### config.mk
export PLATFORM = sky130hd
export DESIGN_NAME = sys_integration_unit
export DESIGN_NICKNAME = d
export VERILOG_FILES = /design/src/common/sysint_pkg.sv /design/src/rtl/sys_integration_unit.sv
export SDC_FILE = /design/constraint.sdc
export NUM_CORES = 1
export LEC_CHECK = 0
export BUFFER_PORTS_ARGS = -buffer_cell sky130_fd_sc_hd__buf_2
export CAP_MARGIN = 20
export CORE_AREA = 2 2 94 96
export DETAILED_ROUTE_END_ITERATION = 12
export DIE_AREA = 0 0 96 98
export HOLD_SLACK_MARGIN = 0.05
export PLACE_DENSITY = 0.77
export RECOVER_POWER = 25
export SYNTH_ARGS = -nofsm -noshare
export SYNTH_HDL_FRONTEND = slang
export SYNTH_SLANG_ARGS = --single-unit
### constraint.sdc
create_clock -name aclk -period 3.3 [get_ports aclk]
set_clock_uncertainty 0.05 [all_clocks]
set_input_delay 0 -clock aclk [delete_from_list [all_inputs] [get_ports aclk]]
set_output_delay 0 -clock aclk [all_outputs]
set_load 0.1 [all_outputs]
### src/common/sysint_pkg.sv
// package: register map, field layout, timing and carrier types of the system integration unit
package sysint_pkg;

  // register word indices; the bus byte address is the index times four
  localparam logic [15:0] IDX_BREAK_WAIT   = 16'hfe00;
  localparam logic [15:0] IDX_LAST_RESET   = 16'hfe01;
  localparam logic [15:0] IDX_BREAK_CLEAR  = 16'hfe03;
  localparam logic [15:0] IDX_PEND_A       = 16'hfe04;
  localparam logic [15:0] IDX_PEND_B       = 16'hfe05;
  localparam logic [15:0] IDX_PEND_C       = 16'hfe06;
  localparam int          ADDR_W           = 18;

  // reset source flag positions in last_reset_source
  localparam int BIT_POWER_ON  = 7;
  localparam int BIT_PIN       = 6;
  localparam int BIT_WATCHDOG  = 5;
  localparam int BIT_BAD_OP    = 4;
  localparam int BIT_BAD_FETCH = 3;
  localparam int BIT_MONITOR   = 2;
  localparam int BIT_LOW_VOLT  = 1;

  // field positions
  localparam int BIT_CLEAR_ENABLE = 7;
  localparam int BIT_BREAK_WAIT   = 1;

  // reset values
  localparam logic [7:0] RST_BREAK_CLEAR = 8'h00;
  localparam logic [7:0] RST_LAST_RESET  = 8'h80;

  // stop recovery counts, in oscillator clock cycles
  localparam int STOP_LONG_CYC  = 4096;
  localparam int STOP_SHORT_CYC = 32;
  localparam int CNT_W          = 13;

  // axi response codes
  localparam logic [1:0] RESP_OKAY   = 2'h0;
  localparam logic [1:0] RESP_SLVERR = 2'h2;

  // low-power sequencing states
  typedef enum logic [3:0] {
    ST_RUN     = 4'h1,
    ST_WAIT    = 4'h2,
    ST_STOP    = 4'h4,
    ST_RECOVER = 4'h8
  } power_state_t;

  // reset sources, one pulse per source
  typedef struct packed {
    logic power_on;
    logic pin;
    logic watchdog;
    logic bad_opcode;
    logic bad_fetch;
    logic monitor;
    logic low_voltage;
  } reset_src_t;

  // processor side events
  typedef struct packed {
    logic wait_exec;
    logic stop_exec;
    logic int_ack;
    logic mask_set;
  } cpu_evt_t;

endpackage : sysint_pkg

### src/rtl/sys_integration_unit.sv
// system integration unit: pending status, reset recording, break and low-power sequencing
//
// Local design decision: the AXI4-Lite interface to the registers.
`timescale 1ns/100ps
`default_nettype none

module sys_integration_unit #(
  parameter int NUM_SRC  = 20,
  parameter int LONG_CYC = sysint_pkg::STOP_LONG_CYC
) (
  // clock and reset
  input  wire  logic                     aclk,
  input  wire  logic                     aresetn,
  // axi4-lite write address and data
  input  wire  logic [17:0]              s_axi_awaddr,
  input  wire  logic                     s_axi_awvalid,
  output logic                           s_axi_awready,
  input  wire  logic [31:0]              s_axi_wdata,
  input  wire  logic [3:0]               s_axi_wstrb,
  input  wire  logic                     s_axi_wvalid,
  output logic                           s_axi_wready,
  output logic [1:0]                     s_axi_bresp,
  output logic                           s_axi_bvalid,
  input  wire  logic                     s_axi_bready,
  // axi4-lite read
  input  wire  logic [17:0]              s_axi_araddr,
  input  wire  logic                     s_axi_arvalid,
  output logic                           s_axi_arready,
  output logic [31:0]                    s_axi_rdata,
  output logic [1:0]                     s_axi_rresp,
  output logic                           s_axi_rvalid,
  input  wire  logic                     s_axi_rready,
  // interrupt sources and processor events
  input  wire  logic [NUM_SRC-1:0]       irq_req,
  input  wire  logic [NUM_SRC-1:0]       irq_enable,
  input  wire  sysint_pkg::cpu_evt_t     cpu_evt,
  input  wire  logic                     cpu_mask,
  output logic                           mask_clear,
  output logic                           int_valid,
  output logic [4:0]                     int_vector_id,
  output logic                           stack_start,
  // break
  input  wire  logic                     break_req,
  input  wire  logic                     break_exit,
  output logic                           force_swi,
  output logic                           in_break,
  // peripheral flag clear gating
  input  wire  logic [NUM_SRC-1:0]       flag_clear_req,
  output logic [NUM_SRC-1:0]             flag_clear_ok,
  // resets and options
  input  wire  sysint_pkg::reset_src_t   reset_src,
  input  wire  logic                     short_recovery_option,
  input  wire  logic                     watchdog_disable_option,
  output logic                           sys_reset,
  // clocks and watchdog
  output logic                           cpu_clk_en,
  output logic                           bus_clock_en,
  output logic                           osc_clock_en,
  output logic                           watchdog_run,
  output logic [12:0]                    sys_count
);

  // short recovery count is fixed at 32 cycles; long one is a parameter for simulation
  localparam logic [12:0] SHORT_LIM = 13'(sysint_pkg::STOP_SHORT_CYC - 1);
  localparam logic [12:0] LONG_LIM  = 13'(LONG_CYC - 1);

  // state record, registered as one word:
  //   pstate        - low-power sequencing step
  //   count         - system counter; held at zero through stop, times recovery
  //   last_reset    - reset source flags, cleared by a read of the register
  //   clear_ctl     - break clear control; only the enable bit is kept
  //   break_wait_exit_flag - wait was left through a break
  //   brk, swi      - break state and its one-cycle vector force
  //   latched       - an interrupt is latched; latched_id names it
  //   stack         - one-cycle stacking start towards the core
  //   clr_pending   - read clear deferred one cycle past the data hand-off
  //   bvalid..rdata - bus answer registers, held until the master takes them
  //   two_step      - first step of a two-step clear seen from a peripheral
  typedef struct packed {
    sysint_pkg::power_state_t pstate;
    logic [12:0]              count;
    logic [7:0]               last_reset;
    logic [7:0]               clear_ctl;
    logic                     break_wait_exit_flag;
    logic                     brk;
    logic                     software_interrupt_vector;
    logic                     latched;
    logic [4:0]               latched_id;
    logic                     stack;
    logic                     clr_pending;
    logic                     bvalid;
    logic [1:0]               bresp;
    logic                     rvalid;
    logic [1:0]               rresp;
    logic [31:0]              rdata;
    logic [NUM_SRC-1:0]       two_step;
  } state_t;

  state_t state_reg;
  state_t state_next;

  // highest-priority pending enabled source: lowest index wins
  // the loop walks down so the lowest index is written last; it stays correct
  // for up to 32 sources, at the cost of a long priority chain
  function automatic logic [4:0] pick(input logic [NUM_SRC-1:0] v);
    logic [4:0] r;
    r = 5'h00;
    for (int i = NUM_SRC - 1; i >= 0; i--) begin
      if (v[i]) begin
        r = 5'(i);
      end
    end
    return r;
  endfunction

  // word index decode shared by both channels
  function automatic logic [15:0] word_idx(input logic [17:0] a);
    return a[17:2];
  endfunction

  // helpers shared by the next-state logic and the bus outputs
  logic              any_reset;
  logic [NUM_SRC-1:0] live;
  logic              wr_go;
  logic              rd_go;

  // any reset source acts the same, no ordering among them
  assign any_reset = |reset_src;
  assign live      = irq_req & irq_enable;
  assign wr_go     = s_axi_awvalid && s_axi_wvalid && !state_reg.bvalid;
  assign rd_go     = s_axi_arvalid && !state_reg.rvalid;

  // next-state logic: fields start from their registered value, pulses from zero;
  // later blocks may override earlier ones, so reset sources sit at the end
  always_comb begin
    state_next = state_reg;
    state_next.software_interrupt_vector   = 1'b0;
    state_next.stack = 1'b0;

    // reset recording: each source sets its own flag; power-on clears the rest
    // a source arriving in the clear cycle wins; one arriving after the flags were captured but before that cycle is lost
    // flags accumulate until read, since several sources may fire back to back
    if (state_reg.clr_pending) begin
      state_next.last_reset  = 8'h00;
      state_next.clr_pending = 1'b0;
    end
    if (any_reset) begin
      state_next.last_reset[sysint_pkg::BIT_PIN]       |= reset_src.pin;
      state_next.last_reset[sysint_pkg::BIT_WATCHDOG]  |= reset_src.watchdog;
      state_next.last_reset[sysint_pkg::BIT_BAD_OP]    |= reset_src.bad_opcode;
      state_next.last_reset[sysint_pkg::BIT_BAD_FETCH] |= reset_src.bad_fetch;
      state_next.last_reset[sysint_pkg::BIT_LOW_VOLT]  |= reset_src.low_voltage;
      state_next.last_reset[sysint_pkg::BIT_MONITOR]   |= reset_src.monitor;
      if (reset_src.power_on) begin
        state_next.last_reset = sysint_pkg::RST_LAST_RESET;
      end
    end

    // interrupt latch holds its choice until serviced, or until the core is unmasked with no enabled source pending
    // without the latch a late higher source could swap the vector mid-entry
    // a masked core latches nothing, so stale choices never reach it
    if (!state_reg.latched && !cpu_mask && |live) begin
      state_next.latched    = 1'b1;
      state_next.latched_id = pick(live);
    end else if (state_reg.latched && (cpu_evt.int_ack || !cpu_mask && !(|live))) begin
      state_next.latched = 1'b0;
    end

    // break entry forces the software vector; exit from wait flags it
    // a held break request enters once: the state bit guards re-entry
    if (break_req && !state_reg.brk) begin
      state_next.brk = 1'b1;
      state_next.software_interrupt_vector = 1'b1;
      if (state_reg.pstate == sysint_pkg::ST_WAIT) begin
        state_next.break_wait_exit_flag = 1'b1;
      end
    end else if (break_exit) begin
      state_next.brk = 1'b0;
    end

    // two-step clears: remember first step, hold second back during break
    for (int i = 0; i < NUM_SRC; i++) begin
      if (flag_clear_req[i]
          && !(state_reg.brk && !state_reg.clear_ctl[sysint_pkg::BIT_CLEAR_ENABLE])) begin
        state_next.two_step[i] = 1'b0;
      end else if (flag_clear_req[i]) begin
        state_next.two_step[i] = 1'b1;
      end
    end

    // low-power sequencing
    unique case (state_reg.pstate)
      // run: counter free-runs; stop takes precedence over wait
      sysint_pkg::ST_RUN: begin
        state_next.count = state_reg.count + 13'h0001;
        if (cpu_evt.stop_exec) begin
          state_next.pstate = sysint_pkg::ST_STOP;
          state_next.count  = 13'h0000;
        end else if (cpu_evt.wait_exec) begin
          state_next.pstate = sysint_pkg::ST_WAIT;
        end
      end
      // wait: peripherals run, any live source or a break wakes the core
      sysint_pkg::ST_WAIT: begin
        state_next.count = state_reg.count + 13'h0001;
        if (|live || break_req) begin
          state_next.pstate = sysint_pkg::ST_RUN;
          state_next.stack  = |live;
        end
      end
      // stop: everything halted, counter held at zero
      sysint_pkg::ST_STOP: begin
        state_next.count = 13'h0000;
        if (|live || break_req) begin
          state_next.pstate = sysint_pkg::ST_RECOVER;
        end
      end
      // recover: count the selected delay before stacking may begin
      sysint_pkg::ST_RECOVER: begin
        state_next.count = state_reg.count + 13'h0001;
        if (state_reg.count == (short_recovery_option ? SHORT_LIM : LONG_LIM)) begin
          state_next.pstate = sysint_pkg::ST_RUN;
          state_next.stack  = 1'b1;
        end
      end
    endcase

    // axi write: both channels together, response held until bready
    // limitation: a master that offers address and data apart waits for both
    // ready is withheld while an answer stands, so answers never overlap
    if (state_reg.bvalid && s_axi_bready) begin
      state_next.bvalid = 1'b0;
    end
    if (wr_go) begin
      state_next.bvalid = 1'b1;
      state_next.bresp  = sysint_pkg::RESP_OKAY;
      unique case (word_idx(s_axi_awaddr))
        sysint_pkg::IDX_BREAK_CLEAR: begin
          if (s_axi_wstrb[0]) begin
            state_next.clear_ctl = {s_axi_wdata[7], 7'h00};
          end
        end
        sysint_pkg::IDX_BREAK_WAIT: begin
          // software may only clear the flag; a new break event wins unless the flag is already set
          if (s_axi_wstrb[0] && !s_axi_wdata[sysint_pkg::BIT_BREAK_WAIT]
              && state_next.break_wait_exit_flag == state_reg.break_wait_exit_flag) begin
            state_next.break_wait_exit_flag = 1'b0;
          end
        end
        sysint_pkg::IDX_LAST_RESET, sysint_pkg::IDX_PEND_A,
        sysint_pkg::IDX_PEND_B, sysint_pkg::IDX_PEND_C: begin
          state_next.bresp = sysint_pkg::RESP_OKAY;
        end
        default: state_next.bresp = sysint_pkg::RESP_SLVERR;
      endcase
    end

    // axi read: data captured at acceptance
    // bit 31 of the held data marks a reset status read; it never leaves the block
    // the clear waits for the hand-off so the read itself still shows the flags
    if (state_reg.rvalid && s_axi_rready) begin
      state_next.rvalid = 1'b0;
      if (state_reg.rdata[31]) begin
        state_next.clr_pending = 1'b1;
      end
      state_next.rdata = 32'h0000_0000;
    end
    if (rd_go) begin
      state_next.rvalid = 1'b1;
      state_next.rresp  = sysint_pkg::RESP_OKAY;
      state_next.rdata  = 32'h0000_0000;
      unique case (word_idx(s_axi_araddr))
        sysint_pkg::IDX_BREAK_WAIT:
          state_next.rdata[7:0] = {6'h00, state_reg.break_wait_exit_flag, 1'b0};
        sysint_pkg::IDX_LAST_RESET: begin
          state_next.rdata[7:0] = state_reg.last_reset;
          state_next.rdata[31]  = 1'b1;  // internal mark: clear after hand-off
        end
        sysint_pkg::IDX_BREAK_CLEAR: state_next.rdata[7:0] = state_reg.clear_ctl;
        sysint_pkg::IDX_PEND_A: state_next.rdata[7:0] = {irq_req[5:0], 2'b00};
        sysint_pkg::IDX_PEND_B: state_next.rdata[7:0] = irq_req[13:6];
        sysint_pkg::IDX_PEND_C: state_next.rdata[7:0] = {2'b00, irq_req[19:14]};
        default: state_next.rresp = sysint_pkg::RESP_SLVERR;
      endcase
    end

    // reset sources override the power state, the interrupt latch and the break state
    // all sources act alike here; only the recorded flags tell them apart
    // bus answers are left alone so a pending handshake still completes
    if (any_reset) begin
      state_next.pstate  = sysint_pkg::ST_RUN;
      state_next.latched = 1'b0;
      state_next.brk     = 1'b0;
    end
  end

  // one register for all state; reset restores power-on view
  // the bus reset counts as power-on, so the power-on flag reads set afterwards
  // reset is synchronous: the clock must run while it is held
  always_ff @(posedge aclk) begin
    if (!aresetn) begin
      state_reg            <= '0;
      state_reg.pstate     <= sysint_pkg::ST_RUN;
      state_reg.last_reset <= sysint_pkg::RST_LAST_RESET;
      state_reg.clear_ctl  <= sysint_pkg::RST_BREAK_CLEAR;
    end else begin
      state_reg <= state_next;
    end
  end

  // bus outputs; ready only when no answer is outstanding
  // ready is combinational on valid: a fast answer, at the cost of a longer path
  // the read-clear mark is masked off the visible data
  // the answer registers stand until the master takes them
  assign s_axi_awready = wr_go;
  assign s_axi_wready  = wr_go;
  assign s_axi_bvalid  = state_reg.bvalid;
  assign s_axi_bresp   = state_reg.bresp;
  assign s_axi_arready = rd_go;
  assign s_axi_rvalid  = state_reg.rvalid;
  assign s_axi_rresp   = state_reg.rresp;
  assign s_axi_rdata   = {1'b0, state_reg.rdata[30:0]};

  // processor and clock controls
  assign mask_clear    = cpu_evt.wait_exec || cpu_evt.stop_exec;
  assign int_valid     = state_reg.latched;
  assign int_vector_id = state_reg.latched_id;
  assign stack_start   = state_reg.stack;
  assign force_swi     = state_reg.software_interrupt_vector;
  assign in_break      = state_reg.brk;
  assign sys_reset     = any_reset;
  // wait gates only the core clock
  assign cpu_clk_en    = (state_reg.pstate == sysint_pkg::ST_RUN);
  // stop shuts both generator outputs; the oscillator restarts when recovery begins, the bus clock after it ends
  assign bus_clock_en  = (state_reg.pstate != sysint_pkg::ST_STOP)
                       && (state_reg.pstate != sysint_pkg::ST_RECOVER);
  assign osc_clock_en  = (state_reg.pstate != sysint_pkg::ST_STOP);
  assign watchdog_run  = !watchdog_disable_option
                       && (state_reg.pstate != sysint_pkg::ST_STOP);
  assign sys_count     = state_reg.count;

  // break blocks clears unless enabled; a pass goes through and stays done
  // the gate is purely combinational, so a peripheral sees it in the same cycle
  // the flags themselves live in the peripherals; only the permission is here
  always_comb begin
    for (int i = 0; i < NUM_SRC; i++) begin
      flag_clear_ok[i] = flag_clear_req[i]
                       && !(state_reg.brk
                            && !state_reg.clear_ctl[sysint_pkg::BIT_CLEAR_ENABLE]);
    end
  end

endmodule : sys_integration_unit

`default_nettype wire

==> summary.txt <==
Cells and area
  • Multi-input gate area: 1800 sq um
  • Number of diodes: 0
  • Max reg flops: 16
  • Nets: 739
  • Fill count: 822
  • Final Util: 51.1%
  • Layout cells sized above 1: 32.4%
  • Sequential Area: 1000 sq um
  • Layout area overhead: 35.8%

Power
  • Net Sw Power: 0.000676 W
  • Leak: 1.94 nW
  • Clock power frac: 24.0%
  • Tot Pwr: 0.00159 W
  • Sw frac: 42.4%
  • Internal cell power: 0.000917 W
  • Worst IR Drop VDD: 0.211 mV
  • Flop pwr share: 39.1%
  • Combinational share of power: 36.9%
  • Pwr/cell area: 368 nW/um^2

Logic synthesis
  • Most instantiated cells after synthesis: buf_4 (55), dfxtp_1 (50), nor2_1 (44), nand2_1 (40), and2_1 (24)
  • Number of synthesis warnings: 0
  • Post-synth ARST share: 0%
  • Synthesized cell area: 3190 sq um
  • Synth area leaders: dfxtp_1 (31%), buf_4 (13%), nor2_1 (5.2%), and2_1 (4.7%), nand2_1 (4.7%)
  • Cell count after synthesis: 398
  • Top FF cell, synth: dfxtp_1
  • Most frequent cell after synthesis: buf_4
  • Sequential share of the synthesized area: 31.4%
  • Number of synthesized flops with an enable pin: 0
  • Synth Register Bits: 50
  • Post-synth top area share: 31.4%
  • Syn Area/Cell: 8.01 sq um
  • Cell taking the most area after synthesis: dfxtp_1
  • Yosys cell types: 58

STA
  • Period utilization: 83.2%
  • RSZ-0062 raised after global routing: no
  • Tightest Pin Transition: 1.18 ns
  • Setup violations, final: 0
  • Fmax: 364 MHz
  • Final period demand of the worst path: 2.75 ns
  • Setup WS post-layout: 0.554 ns
  • Pins Over Slew Limit: 0
  • Fin. Hold Viols: 0
  • Post-Route Setup TNS: 0 ns
  • Max-slew headroom: 21.4%

Run
  • Maximum Capacitance Violations: 0

Die
  • Core Box Area: 8470 sq um
  • Die X: 96 um
  • Die Span Y: 98 um
  • Initial Util: 37.7%
  • Row cnt: 34
  • Die area: 9410 sq um
  • IO Pins: 244

Outcome
  • Status: finished, final reports clean

Detailed routing
  • Final wirelength: 9980 um
  • Routed WL per cell: 14.4 um
  • Vias: 3,467
  • DRC Markers: 0
  • First-pass DRT Iterations: 5
  • Final ANT Viol Nets: 0
  • Via-per-instance ratio: 5.01
  • Iteration-0 DRC Markers: 143

Hold path
  • Cells on Worst Hold Path: 4
  • Hold Crit Class: in -> reg
  • Hold path startpoint: irq_req[1]
  • Hold endpoint: int_vector_id[1]$_SDFFE_PN0P_

Critical path
  • Required time of the critical path: 3.49 ns
  • Startpoint Class: input port
  • CP Data Arrival Time: 2.93 ns
  • Max FO, Critical Path: 2
  • Worst setup EP type: flop
  • Kind of critical path: in -> reg
  • R2r setup slk: 1.07 ns
  • Reg-to-Reg Start: s_axi_bvalid$_SDFFE_PN0P_
  • Worst R2R End: state_reg[76]$_SDFFE_PN0P_
  • Worst R2R Path Depth: 6

Global route
  • GR Overflow Total: 0
  • Largest net degree at the start of global routing: 25
  • Initial antenna violation count: 0
  • Vias in the first global route: 3,322
  • First-pass GRT wire length: 15,400 um
  • Total GRT Usage: 20.4%

Clocking
  • CTS Buf Count: 5
  • Clock Path Buffers: 2
  • Setup repair bufs after CTS: 0
  • Worst-path clk slew: 0.10 ns
  • Worst-Skew Late Latency: 0.31 ns
  • Post-CTS Resized: 0
  • CTS tree: built
  • CTS H-tree lvls: 2
  • CTS Root Cell: clkbuf_8
  • CTS sink count: 50

Placement
  • GPL Wtd Cong: 0.948
  • Port bufs: 179
  • Post-place setup slack: 1.32 ns
  • DP HPWL: 7650 um
## worst max-delay path by stage
stage / cells after the start / from / to / slack, ns
4_1_cts: 10 / s_axi_araddr[8] / s_axi_rdata[6]$_SDFFE_PN0P_ / 0.74
3_3_place_gp: 4 / state_reg[98]$_SDFFE_PP1P_ / sys_count[8]$_SDFF_PN0_ / 1.42
2_1_floorplan: 6 / s_axi_rvalid$_SDFFE_PN0P_ / s_axi_rdata[0]$_SDFFE_PN0P_ / 0.18
3_5_place_dp: 4 / state_reg[98]$_SDFFE_PP1P_ / sys_count[2]$_SDFF_PN0_ / 1.32
6_report: 10 / s_axi_araddr[8] / s_axi_rdata[6]$_SDFFE_PN0P_ / 0.55
5_1_grt: 10 / s_axi_araddr[8] / s_axi_rdata[6]$_SDFFE_PN0P_ / 0.39
## timing repair
| item | in CTS | in global routing |
|---|---|---|
| hold buffers | 40 | 0 |
| endpoints found under the hold margin | 29 | 0 |
| setup endpoints to repair | 0 | 0 |
## layout by cell type (no fill, tap or decap), drive strengths merged, types with 4 or more instances in the layout
cell	synthesis	routed
a21oi	20	20
a22o	6	6
a22oi	13	13
a32oi	4	4
and2	24	24
buf	58	160
clkbuf	8	24
conb	1	26
dfxtp	50	50
dlygate4sd3	0	40
inv	8	10
mux2	8	8
nand2	40	40
nand2b	4	4
nand3	16	16
nor2	44	44
nor2b	5	5
nor3	6	6
nor4	6	6
nor4b	4	4
o21ai	16	16
xnor2	8	8
xor2	4	4
## logic make-up after synthesis
kind of cell	after synthesis	share of synthesized area, %
AOI/OAI and AO/OA	81	17.8
xor gates and xnor gates	12	3.30
adders and majority gates	1	0.392
buffers and inverters	74	15.3
DFF	50	31.4
muxes	10	3.45
other	1	0.118
and+or+nand+nor	169	28.2
## power by group through the flow
stage	registers, W	logic [W]	clock network, W
after floorplan	0.000652	0.000441	0
after global placement	0.000637	0.000546	0
after detailed placement	0.000637	0.000551	0
after CTS	0.000623	0.000585	0.000395
after global routing	0.000625	0.000616	0.000420
final	0.000624	0.000588	0.000382
## final cells by class
class / instances / area share, %
clock buffer: 5 / 1.59
clock inverter: 3 / 0.520
timing repair buffer: 219 / 29.4
tap: 108 / 3.12
multi-input combinational: 299 / 41.6
sequential: 50 / 23.1
inverter: 8 / 0.694
## metal layers
metal	vias up	global-route usage [%]	wire (um)
met5	-	0	0
met1	1598	25.0	4040
li1	1699	-	-
met3	16	2.93	575
met4	0	7.36	199
met2	154	35.7	5160
## per-stage QoR
| stage | instances | area (sq um) | hold slack (ns) |
|---|---|---|---|
| 3_3_place_gp | 644 | 3860 | 0.161 |
| 6_report | 692 | 4330 | 0.0710 |
| 4_1_cts | 692 | 4350 | 0.0586 |
| 2_1_floorplan | 423 | 3290 | 0.0490 |
| 3_5_place_dp | 644 | 3860 | 0.168 |
| 5_1_grt | 692 | 4330 | 0.0891 |
## critical path: stages
cell	delay (ns)
dlygate4sd3_1	0.56
buf_2	0.14
nor2_1	0.09
dlygate4sd3_1	0.55
nand3_1	0.07
dlygate4sd3_1	0.61
nor2_1	0.16
dlygate4sd3_1	0.58
nand2_1	0.05
o21ai_0	0.12
(Power assumes the default switching activity.)
